$ cat src/hdl/afe_ctrl_defines.vh
// Purpose: Register map, field positions and coded values for the front-end control bank
// Assumes: 8-bit registers on a plain strobe port
// Notes:   Definitions only
`ifndef AFE_CTRL_DEFINES_VH
`define AFE_CTRL_DEFINES_VH

`define ADDR_W             8
`define DATA_W             8
`define OFF_INT_STATUS     8'h04
`define OFF_INT_MASK       8'h05
`define OFF_INPUT_CFG      8'h10
`define OFF_SYNC_SEL       8'h11
`define OFF_SYNC_CHOSEN    8'h12
`define RST_INT_STATUS     8'h00
`define RST_INT_MASK       8'hFF
`define RST_INPUT_CFG      8'h00
`define RST_SYNC_SEL       8'h00
`define RST_CHAN_FLAGS     4'h0
`define RST_FLAG           1'b0
`define RST_CHAN           2'h0
`define RST_CFG_BIT        1'b0
`define RST_CLAMP_LEVEL    3'h0
`define RST_BLACK_TARGET   24'h000000
`define RST_SYNC_FF        4'h0
`define RST_RDATA          8'h00
`define NO_BITS            8'h00
`define CHOSEN_PAD         6'h00
`define ST_CHAN_LO         0
`define ST_CHAN_HI         3
`define CFG_CHAN_LO        0
`define CFG_CHAN_HI        1
`define CFG_DIFF           2
`define CFG_DC             3
`define CFG_FORMAT         4
`define CFG_RANGE          5
`define CFG_CLAMP_SRC      6
`define CFG_CLAMP_POL      7
`define SYNC_MANUAL        0
`define SYNC_H_SRC         1
`define SYNC_V_SRC         2
`define ST_DISRUPT         4
`define ST_SETTLED         5
`define ST_VSYNC           6
`define ST_PADJ            7
`define TARGET_ZERO        8'h00
`define TARGET_MID         8'h80
`define CLAMP_300MV        1'b0
`define CLAMP_600MV        1'b1

`endif

$ cat src/hdl/afe_ctrl_regs.v
// Purpose: Interrupt status/mask and input configuration registers of the video front end
// Assumes: Event inputs are single-cycle pulses on clock_i; activity levels are asynchronous
// Notes:   Reads return data one cycle after the read strobe; unmapped reads return zero
`timescale 1ns/10ps
`include "afe_ctrl_defines.vh"

// Operation
// - Channel sync change sets status bits 0-3
// - Writing ones clears matching status bits
// - Selected input sync disruption sets bit 4
// - Selected input sync settled sets bit 5
// - Vertical sync event sets bit 6
// - Phase adjust completion sets bit 7
// - Mask resets all ones; zero enables
// - Unmasked status bits raise interrupt
// - Channel select field steers input muxes
// - Bit 2 selects single-ended or differential
// - Bit 3 selects AC or DC coupling
// - Format sets clamp level and target
// - Bit 5 selects expanded input range
// - Bit 6 selects external clamp source
// - Bit 7 sets external clamp polarity
// - Automatic sync pick reported in status
// - Manual bit 1 picks horizontal source
// - Manual bit 2 picks vertical source
module afe_ctrl_regs (
  input  wire       clock_i,
  input  wire       resetn_i,
  input  wire [7:0] addr_i,
  input  wire [7:0] wdata_i,
  input  wire       write_i,
  input  wire       read_i,
  output reg  [7:0] rdata_o,
  input  wire [3:0] channel_sync_change_i,
  input  wire       input_disrupted_i,
  input  wire       input_settled_i,
  input  wire       vsync_event_i,
  input  wire       phase_adjust_done_i,
  input  wire [3:0] hsync_active_i,
  input  wire [3:0] green_embedded_sync_active_i,
  output wire       irq_o,
  output reg  [1:0] channel_select_o,
  output reg        differential_o,
  output reg        dc_coupled_o,
  output reg        colour_format_select_o,
  output reg        expanded_range_o,
  output reg        clamp_source_select_o,
  output reg        clamp_polarity_select_o,
  output reg  [2:0] clamp_level_o,
  output reg  [23:0] black_target_o,
  output reg        hsync_from_green_o,
  output reg        vsync_from_separator_o
);

  // Status flags, one register per event source
  reg  [3:0]  channel_sync_change_flag;
  reg         input_disrupted_flag;
  reg         input_settled_flag;
  reg         vsync_flag;
  reg         phase_adjust_done_flag;

  // Register file
  wire [7:0]  interrupt_status;
  reg  [7:0]  interrupt_mask;
  reg  [7:0]  input_configuration;
  reg  [7:0]  sync_source_selection;

  // Activity level resynchronisers
  reg  [3:0]  hact_meta;
  reg  [3:0]  hact_sync;
  reg  [3:0]  gact_meta;
  reg  [3:0]  gact_sync;

  // Automatic sync pick
  reg         auto_h_green;
  reg         auto_v_sep;
  wire        sel_hact;
  wire        sel_gact;
  wire        next_auto_green;

  // Host write decode and status update
  wire        write_status;
  wire        write_mask;
  wire        write_config;
  wire        write_sync_sel;
  wire [7:0]  events;
  wire [7:0]  clear_bits;
  wire [7:0]  next_status;
  wire [7:0]  pending;

  // Configuration fields and read path
  wire [1:0]  chan;
  wire        component_format;
  wire        manual_sync;
  wire [7:0]  sync_chosen;
  reg  [7:0]  next_rdata;

  // Exact address match shared by the four write decodes; the read mux uses its own case
  function hit;
    input [7:0] a;
    input [7:0] off;
    begin
      hit = (a == off);
    end
  endfunction

  // Set wins over a clear in the same cycle so no event is lost
  function [7:0] flag_next;
    input [7:0] old;
    input [7:0] clear;
    input [7:0] set;
    begin
      flag_next = (old & ~clear) | set;
    end
  endfunction

  // Clamp level per channel, {red, green, blue}; green stays at the low level
  function [2:0] clamp_for;
    input component;
    begin
      if (component) begin
        clamp_for = {`CLAMP_600MV, `CLAMP_300MV, `CLAMP_600MV};
      end else begin
        clamp_for = {`CLAMP_300MV, `CLAMP_300MV, `CLAMP_300MV};
      end
    end
  endfunction

  // Black target code per channel, {red, green, blue}; green never moves
  function [23:0] target_for;
    input component;
    begin
      if (component) begin
        target_for = {`TARGET_MID, `TARGET_ZERO, `TARGET_MID};
      end else begin
        target_for = {`TARGET_ZERO, `TARGET_ZERO, `TARGET_ZERO};
      end
    end
  endfunction

  // Manual mode takes the host's bit, automatic mode the detector's pick
  function pick_source;
    input manual;
    input manual_bit;
    input auto_bit;
    begin
      pick_source = manual ? manual_bit : auto_bit;
    end
  endfunction

  assign write_status   = write_i & hit(addr_i, `OFF_INT_STATUS);
  assign write_mask     = write_i & hit(addr_i, `OFF_INT_MASK);
  assign write_config   = write_i & hit(addr_i, `OFF_INPUT_CFG);
  assign write_sync_sel = write_i & hit(addr_i, `OFF_SYNC_SEL);

  assign events = {phase_adjust_done_i,
                   vsync_event_i,
                   input_settled_i,
                   input_disrupted_i,
                   channel_sync_change_i};
  assign interrupt_status = {phase_adjust_done_flag,
                             vsync_flag,
                             input_settled_flag,
                             input_disrupted_flag,
                             channel_sync_change_flag};
  assign clear_bits  = write_status ? wdata_i : `NO_BITS;
  assign next_status = flag_next(interrupt_status, clear_bits, events);
  // Masked bits still latch; the mask gates only the request line
  assign pending     = interrupt_status & ~interrupt_mask;
  assign irq_o       = |pending;

  always @(posedge clock_i or negedge resetn_i) begin
    if (!resetn_i) begin
      channel_sync_change_flag <= `RST_CHAN_FLAGS;
    end else begin
      channel_sync_change_flag <= next_status[`ST_CHAN_HI:`ST_CHAN_LO];
    end
  end

  always @(posedge clock_i or negedge resetn_i) begin
    if (!resetn_i) begin
      input_disrupted_flag <= `RST_FLAG;
    end else begin
      input_disrupted_flag <= next_status[`ST_DISRUPT];
    end
  end

  always @(posedge clock_i or negedge resetn_i) begin
    if (!resetn_i) begin
      input_settled_flag <= `RST_FLAG;
    end else begin
      input_settled_flag <= next_status[`ST_SETTLED];
    end
  end

  always @(posedge clock_i or negedge resetn_i) begin
    if (!resetn_i) begin
      vsync_flag <= `RST_FLAG;
    end else begin
      vsync_flag <= next_status[`ST_VSYNC];
    end
  end

  always @(posedge clock_i or negedge resetn_i) begin
    if (!resetn_i) begin
      phase_adjust_done_flag <= `RST_FLAG;
    end else begin
      phase_adjust_done_flag <= next_status[`ST_PADJ];
    end
  end

  always @(posedge clock_i or negedge resetn_i) begin
    if (!resetn_i) begin
      interrupt_mask <= `RST_INT_MASK;
    end else if (write_mask) begin
      interrupt_mask <= wdata_i;
    end
  end

  // Channels 2 and 3 in differential mode are accepted as written; host must avoid them
  always @(posedge clock_i or negedge resetn_i) begin
    if (!resetn_i) begin
      input_configuration <= `RST_INPUT_CFG;
    end else if (write_config) begin
      input_configuration <= wdata_i;
    end
  end

  always @(posedge clock_i or negedge resetn_i) begin
    if (!resetn_i) begin
      sync_source_selection <= `RST_SYNC_SEL;
    end else if (write_sync_sel) begin
      sync_source_selection <= wdata_i;
    end
  end

  // Activity levels come from the analog detectors, so resynchronise first
  always @(posedge clock_i or negedge resetn_i) begin
    if (!resetn_i) begin
      hact_meta <= `RST_SYNC_FF;
      hact_sync <= `RST_SYNC_FF;
    end else begin
      hact_meta <= hsync_active_i;
      hact_sync <= hact_meta;
    end
  end

  always @(posedge clock_i or negedge resetn_i) begin
    if (!resetn_i) begin
      gact_meta <= `RST_SYNC_FF;
      gact_sync <= `RST_SYNC_FF;
    end else begin
      gact_meta <= green_embedded_sync_active_i;
      gact_sync <= gact_meta;
    end
  end

  assign chan             = input_configuration[`CFG_CHAN_HI:`CFG_CHAN_LO];
  assign component_format = input_configuration[`CFG_FORMAT];
  assign manual_sync      = sync_source_selection[`SYNC_MANUAL];
  assign sel_hact         = hact_sync[chan];
  assign sel_gact         = gact_sync[chan];
  // Prefer the dedicated pin; green-embedded sync only when the pin is idle,
  // and then vertical sync must come from the separator
  assign next_auto_green  = ~sel_hact & sel_gact;

  always @(posedge clock_i or negedge resetn_i) begin
    if (!resetn_i) begin
      auto_h_green <= `RST_CFG_BIT;
    end else begin
      auto_h_green <= next_auto_green;
    end
  end

  always @(posedge clock_i or negedge resetn_i) begin
    if (!resetn_i) begin
      auto_v_sep <= `RST_CFG_BIT;
    end else begin
      auto_v_sep <= next_auto_green;
    end
  end

  // Hardware controls follow their register one cycle later
  always @(posedge clock_i or negedge resetn_i) begin
    if (!resetn_i) begin
      channel_select_o <= `RST_CHAN;
    end else begin
      channel_select_o <= chan;
    end
  end

  always @(posedge clock_i or negedge resetn_i) begin
    if (!resetn_i) begin
      differential_o <= `RST_CFG_BIT;
    end else begin
      differential_o <= input_configuration[`CFG_DIFF];
    end
  end

  always @(posedge clock_i or negedge resetn_i) begin
    if (!resetn_i) begin
      dc_coupled_o <= `RST_CFG_BIT;
    end else begin
      dc_coupled_o <= input_configuration[`CFG_DC];
    end
  end

  always @(posedge clock_i or negedge resetn_i) begin
    if (!resetn_i) begin
      colour_format_select_o <= `RST_CFG_BIT;
    end else begin
      colour_format_select_o <= component_format;
    end
  end

  always @(posedge clock_i or negedge resetn_i) begin
    if (!resetn_i) begin
      expanded_range_o <= `RST_CFG_BIT;
    end else begin
      expanded_range_o <= input_configuration[`CFG_RANGE];
    end
  end

  always @(posedge clock_i or negedge resetn_i) begin
    if (!resetn_i) begin
      clamp_source_select_o <= `RST_CFG_BIT;
    end else begin
      clamp_source_select_o <= input_configuration[`CFG_CLAMP_SRC];
    end
  end

  always @(posedge clock_i or negedge resetn_i) begin
    if (!resetn_i) begin
      clamp_polarity_select_o <= `RST_CFG_BIT;
    end else begin
      clamp_polarity_select_o <= input_configuration[`CFG_CLAMP_POL];
    end
  end

  // Level and target switch together with the format flag, never a cycle apart
  always @(posedge clock_i or negedge resetn_i) begin
    if (!resetn_i) begin
      clamp_level_o <= `RST_CLAMP_LEVEL;
    end else begin
      clamp_level_o <= clamp_for(component_format);
    end
  end

  always @(posedge clock_i or negedge resetn_i) begin
    if (!resetn_i) begin
      black_target_o <= `RST_BLACK_TARGET;
    end else begin
      black_target_o <= target_for(component_format);
    end
  end

  always @(posedge clock_i or negedge resetn_i) begin
    if (!resetn_i) begin
      hsync_from_green_o <= `RST_CFG_BIT;
    end else begin
      hsync_from_green_o <= pick_source(manual_sync,
                                        sync_source_selection[`SYNC_H_SRC],
                                        auto_h_green);
    end
  end

  always @(posedge clock_i or negedge resetn_i) begin
    if (!resetn_i) begin
      vsync_from_separator_o <= `RST_CFG_BIT;
    end else begin
      vsync_from_separator_o <= pick_source(manual_sync,
                                            sync_source_selection[`SYNC_V_SRC],
                                            auto_v_sep);
    end
  end

  // The automatic pick stays readable even in manual mode, for diagnostics
  assign sync_chosen = {`CHOSEN_PAD, auto_v_sep, auto_h_green};

  always @* begin
    next_rdata = `NO_BITS;
    case (addr_i)
      `OFF_INT_STATUS:  next_rdata = interrupt_status;
      `OFF_INT_MASK:    next_rdata = interrupt_mask;
      `OFF_INPUT_CFG:   next_rdata = input_configuration;
      `OFF_SYNC_SEL:    next_rdata = sync_source_selection;
      `OFF_SYNC_CHOSEN: next_rdata = sync_chosen;
      default:          next_rdata = `NO_BITS;
    endcase
  end

  // Zero outside the answer cycle so a stray capture never sees stale data
  always @(posedge clock_i or negedge resetn_i) begin
    if (!resetn_i) begin
      rdata_o <= `RST_RDATA;
    end else if (read_i) begin
      rdata_o <= next_rdata;
    end else begin
      rdata_o <= `RST_RDATA;
    end
  end

endmodule // afe_ctrl_regs

$ cat config.mk
export PLATFORM = sky130hd
export DESIGN_NAME = afe_ctrl_regs
export DESIGN_NICKNAME = d
export VERILOG_FILES = /design/src/hdl/afe_ctrl_regs.v
export VERILOG_INCLUDE_DIRS = /design/src /design/src/hdl
export SDC_FILE = /design/constraint.sdc
export NUM_CORES = 1
export LEC_CHECK = 0
export BUFFER_PORTS_ARGS = -buffer_cell sky130_fd_sc_hd__clkbuf_2
export CAP_MARGIN = 20
export CORE_AREA = 3 3 57 111
export CTS_BUF_LIST = sky130_fd_sc_hd__clkbuf_4 sky130_fd_sc_hd__clkbuf_8
export CTS_CLUSTER_SIZE = 24
export DETAILED_ROUTE_END_ITERATION = 8
export DIE_AREA = 0 0 60 114
export GPL_ROUTABILITY_DRIVEN = 1
export GPL_TIMING_DRIVEN = 0
export PLACE_DENSITY = 0.79
export SETUP_SLACK_MARGIN = 0.02
export SYNTH_ARGS = -nofsm -noshare
export SYNTH_HDL_FRONTEND = slang
export SYNTH_SLANG_ARGS = --single-unit
$ cat constraint.sdc
create_clock -name clock_i -period 1.61 [get_ports clock_i]
set_clock_uncertainty 0.15 [all_clocks]
set_input_delay 0.0805 -clock clock_i [delete_from_list [all_inputs] [get_ports clock_i]]
set_output_delay 0.0805 -clock clock_i [all_outputs]
set_load 0.01 [all_outputs]
==> results.json <==
{
  "status": "complete, but fails checks",
  "violations": "negative setup slack",
  "synthFlopType": "dfrtp_1",
  "top_usage_layer": "met2",
  "firstDrtPassIters": 4,
  "first_iter_violations": 35,
  "cts_root_buffer": "clkbuf_8",
  "die_y_um": 114,
  "met3_usage": 0.05096,
  "async_flop_share": 1.000,
  "power_density_nw_per_um2": 897.9,
  "total_power_w": 0.003425,
  "p_sw_w": 0.0008716,
  "die_w_um": 60,
  "detailed_place_hpwl_um": 3944,
  "period_needed_ns": 1.888,
  "hold_violations": 0,
  "peakVddDrop_mv": 0.8855,
  "yosysSeqAreaShare": 0.5970,
  "yosysWarningCount": 0,
  "leakagePower_nw": 1.961,
  "avgSynthCellArea_um2": 12.96,
  "cp-end-kind": "primary output",
  "drv_cap": 0,
  "grtUsageTotal": 0.1981,
  "totalWireLength_um": 5984,
  "layout-drive-gt1-share": 0.4269,
  "fp-row-count": 38,
  "vias": 1995,
  "dieArea_um2": 6840,
  "rsz0062_at_grt": "true",
  "critPathLaunchType": "register",
  "layout_setup_ws_ns": -0.2785,
  "coreArea_um2": 5515,
  "yosysMostFrequentCell": "dfrtp_1",
  "netSwitchingFraction": 0.2545,
  "seq_power_share": 0.523,
  "fmax_ghz": 0.5295,
  "yosysTopAreaCell": "dfrtp_1",
  "path_cells": "o22ai_2 -> or4_4 -> clkbuf_2",
  "grt_pass1_wl_um": 9770,
  "cp.required_ns": 1.38,
  "antenna_found_initial": 0,
  "antenna_left": 0,
  "ff2ff_path_depth": 4,
  "syn_inst": 218,
  "area_growth_pct": 35.03,
  "setup-tns-final_ns": -0.2785,
  "grt_util_met2": 0.3439,
  "grtUsageMet1": 0.2047,
  "clk_pin_slew_ns": 0.08,
  "synth_top_cell_area_share": 0.5226,
  "grt_overflow": 0,
  "diodes": 0,
  "n_fill_cell": 402,
  "place_area_um2": 3278,
  "viasPerCell": 4.878,
  "critPathMaxFanout": 2,
  "io_pins": 82,
  "worst_pin_slew_ns": 0.8688,
  "drc_errors": 0,
  "grt_max_degree": 68,
  "numCtsBuffers": 9,
  "hold_path.class": "reg -> reg",
  "max_slew_margin": 0.4208,
  "cts-htree-levels": 3,
  "grt_pass1_vias": 2060,
  "slew_violations": 0,
  "min_path_cells": 0,
  "io_buffers": 57,
  "fin_crit_sh": 1.173,
  "ys_seq_elements": 67,
  "ys_types": 28,
  "cts_max_path_buffers": 2,
  "synth_area_um2": 2825,
  "synthTopCellsByArea": "dfrtp_1, mux2_2, dfstp_2, buf_4, mux2i_1",
  "synth_edf_count": 0,
  "worstSetupPathType": "reg -> out",
  "tritoncts": "done",
  "setup_viol": 1,
  "p_int_w": 0.002554,
  "crit_arrival_ns": 1.66,
  "p_comb_frac": 0.106,
  "gp_congestion": 0.8034,
  "clock_latency_ns": 0.34,
  "post-place-ws_ns": -0.5427,
  "synth_commonest_cells": "dfrtp_1, buf_4, mux2_2, nand2_1, mux2i_1",
  "numClockSinks": 67,
  "wl_per_cell_um": 14.63,
  "fin_nets": 380,
  "finish.instance_area_um2": 3815,
  "p_clk_frac": 0.372,
  "cpPeakStageDelay_ns": 0.55,
  "placed_cells": 357,
  "slowest_stage": "dfstp_2",
  "initial_core_util": 0.5123,
  "finalNonFillerCells": 409
}
-- layout by cell type, fill, tap and decap left out, types with 2 or more instances in the layout --
cell           synthesis  final
dlygate4sd3_1          0     26
o22a_1                 6      6
dfrtp_1               59     59
clkbuf_2               0     56
mux2i_1               14     14
o22ai_1                4      3
clkinvlp_4             0      2
o21ai_0                5      5
nand2b_1               4      4
clkbuf_8               0     10
conb_1                 1     23
inv_1                  9      9
nor4_4                 4      4
nor3_1                 2      2
mux2_2                23     22
buf_1                  3      3
dfstp_2                8      8
a21o_1                 8      8
nor2_1                11     11
or4_4                  0      2
buf_4                 27     36
buf_6                  1      2
clkinv_4               0      3
clkbuf_1               2      2
a22oi_1                2      2
nand2_1               16     16
-- path summary, 6_finish.rpt --
path                                                          from                                   end  slack (ns)
worst max-delay path                 interrupt_mask[4]$_DFFE_PN1P_                                 irq_o       -0.28
worst max register to register  input_configuration[1]$_DFFE_PN0P_                  rdata_o[1]$_DFF_PN0_        0.21
worst min register to register              gact_meta[3]$_DFF_PN0_                gact_sync[3]$_DFF_PN0_        0.20
worst min-delay path                        gact_meta[3]$_DFF_PN0_                gact_sync[3]$_DFF_PN0_        0.20
max in group asynchronous                                 resetn_i                dc_coupled_o$_DFF_PN0_        0.45
min in group asynchronous                                 resetn_i  sync_source_selection[1]$_DFFE_PN0P_        0.30
-- logic make-up after synthesis --
group	synth area share
AO/OA/AOI/OAI	0.07351
buffers and inverters	0.09433
flip-flops	0.5970
multiplexers	0.1453
other	0.001327
AND/OR/NAND/NOR	0.08857
-- flip-flops by register name, indices dropped and copies added (netlist names) --
signal                    cells
differential_o                1
clamp_polarity_select_o       1
channel_select_o              2
input_configuration           8
clamp_source_select_o         1
interrupt_mask                8
hsync_from_green_o            1
rdata_o                       8
hact_sync                     4
phase_adjust_done_flag        1
hact_meta                     4
clamp_level_o                 1
channel_sync_change_flag      4
gact_meta                     4
dc_coupled_o                  1
expanded_range_o              1
vsync_flag                    1
vsync_from_separator_o        1
sync_source_selection         8
auto_v_sep                    1
input_settled_flag            1
input_disrupted_flag          1
gact_sync                     4
-- layout make-up --
cell class / count / area, µm² / area share
flip-flops and latches: 67 / 1687 / 0.4421
multi-input cells: 131 / 972.2 / 0.2548
inverters: 9 / 33.78 / 0.008855
repair buffers: 93 / 626.9 / 0.1643
well taps: 60 / 75.07 / 0.01968
clock inverters: 6 / 50.05 / 0.01312
clock buffers: 10 / 137.6 / 0.03608
plain buffers: 33 / 232.7 / 0.06100
-- critical path, delay by kind of cell, from the launching register on --
family | cells | cell delay [ns]
simple gates | 1 | 0.54
flops | 1 | 0.55
buf+inv | 1 | 0.14
compound gates | 1 | 0.08
-- timing repair --
action,4_1_cts,5_1_grt
buffers inserted,7,3
gates resized for setup,2,1
hold buffers,26,0
pin swaps,5,2
setup endpoints to repair,24,14
hold endpoints to repair,106,0
-- routing by layer --
metal | wire, µm | part of all wire | up-vias
met1 | 2103 | 0.35 | 948
met4 | 242 | 0.040 | 0
met3 | 434 | 0.073 | 20
met5 | 0 | 0 | -
met2 | 3203 | 0.54 | 82
li1 | - | - | 945
-- stage by stage --
| step | util | hold WS, ns |
|---|---|---|
| after floorplan | - | -0.3651 |
| after global placement | 0.5939 | 0.03856 |
| after detailed placement | 0.5944 | 0.04048 |
| after CTS | 0.6869 | 0.1614 |
| after global routing | 0.6917 | 0.2055 |
| final | 0.6917 | 0.2024 |
-- power groups by stage --
stage          registers, W  logic (W)  clock network (W)
2_1_floorplan       0.00182   0.000178                  0
3_3_place_gp        0.00182   0.000299                  0
3_5_place_dp        0.00182   0.000308                  0
4_1_cts             0.00179   0.000361            0.00131
5_1_grt             0.00180   0.000399            0.00139
6_report            0.00179   0.000362            0.00127
(Power assumes the default switching activity.)
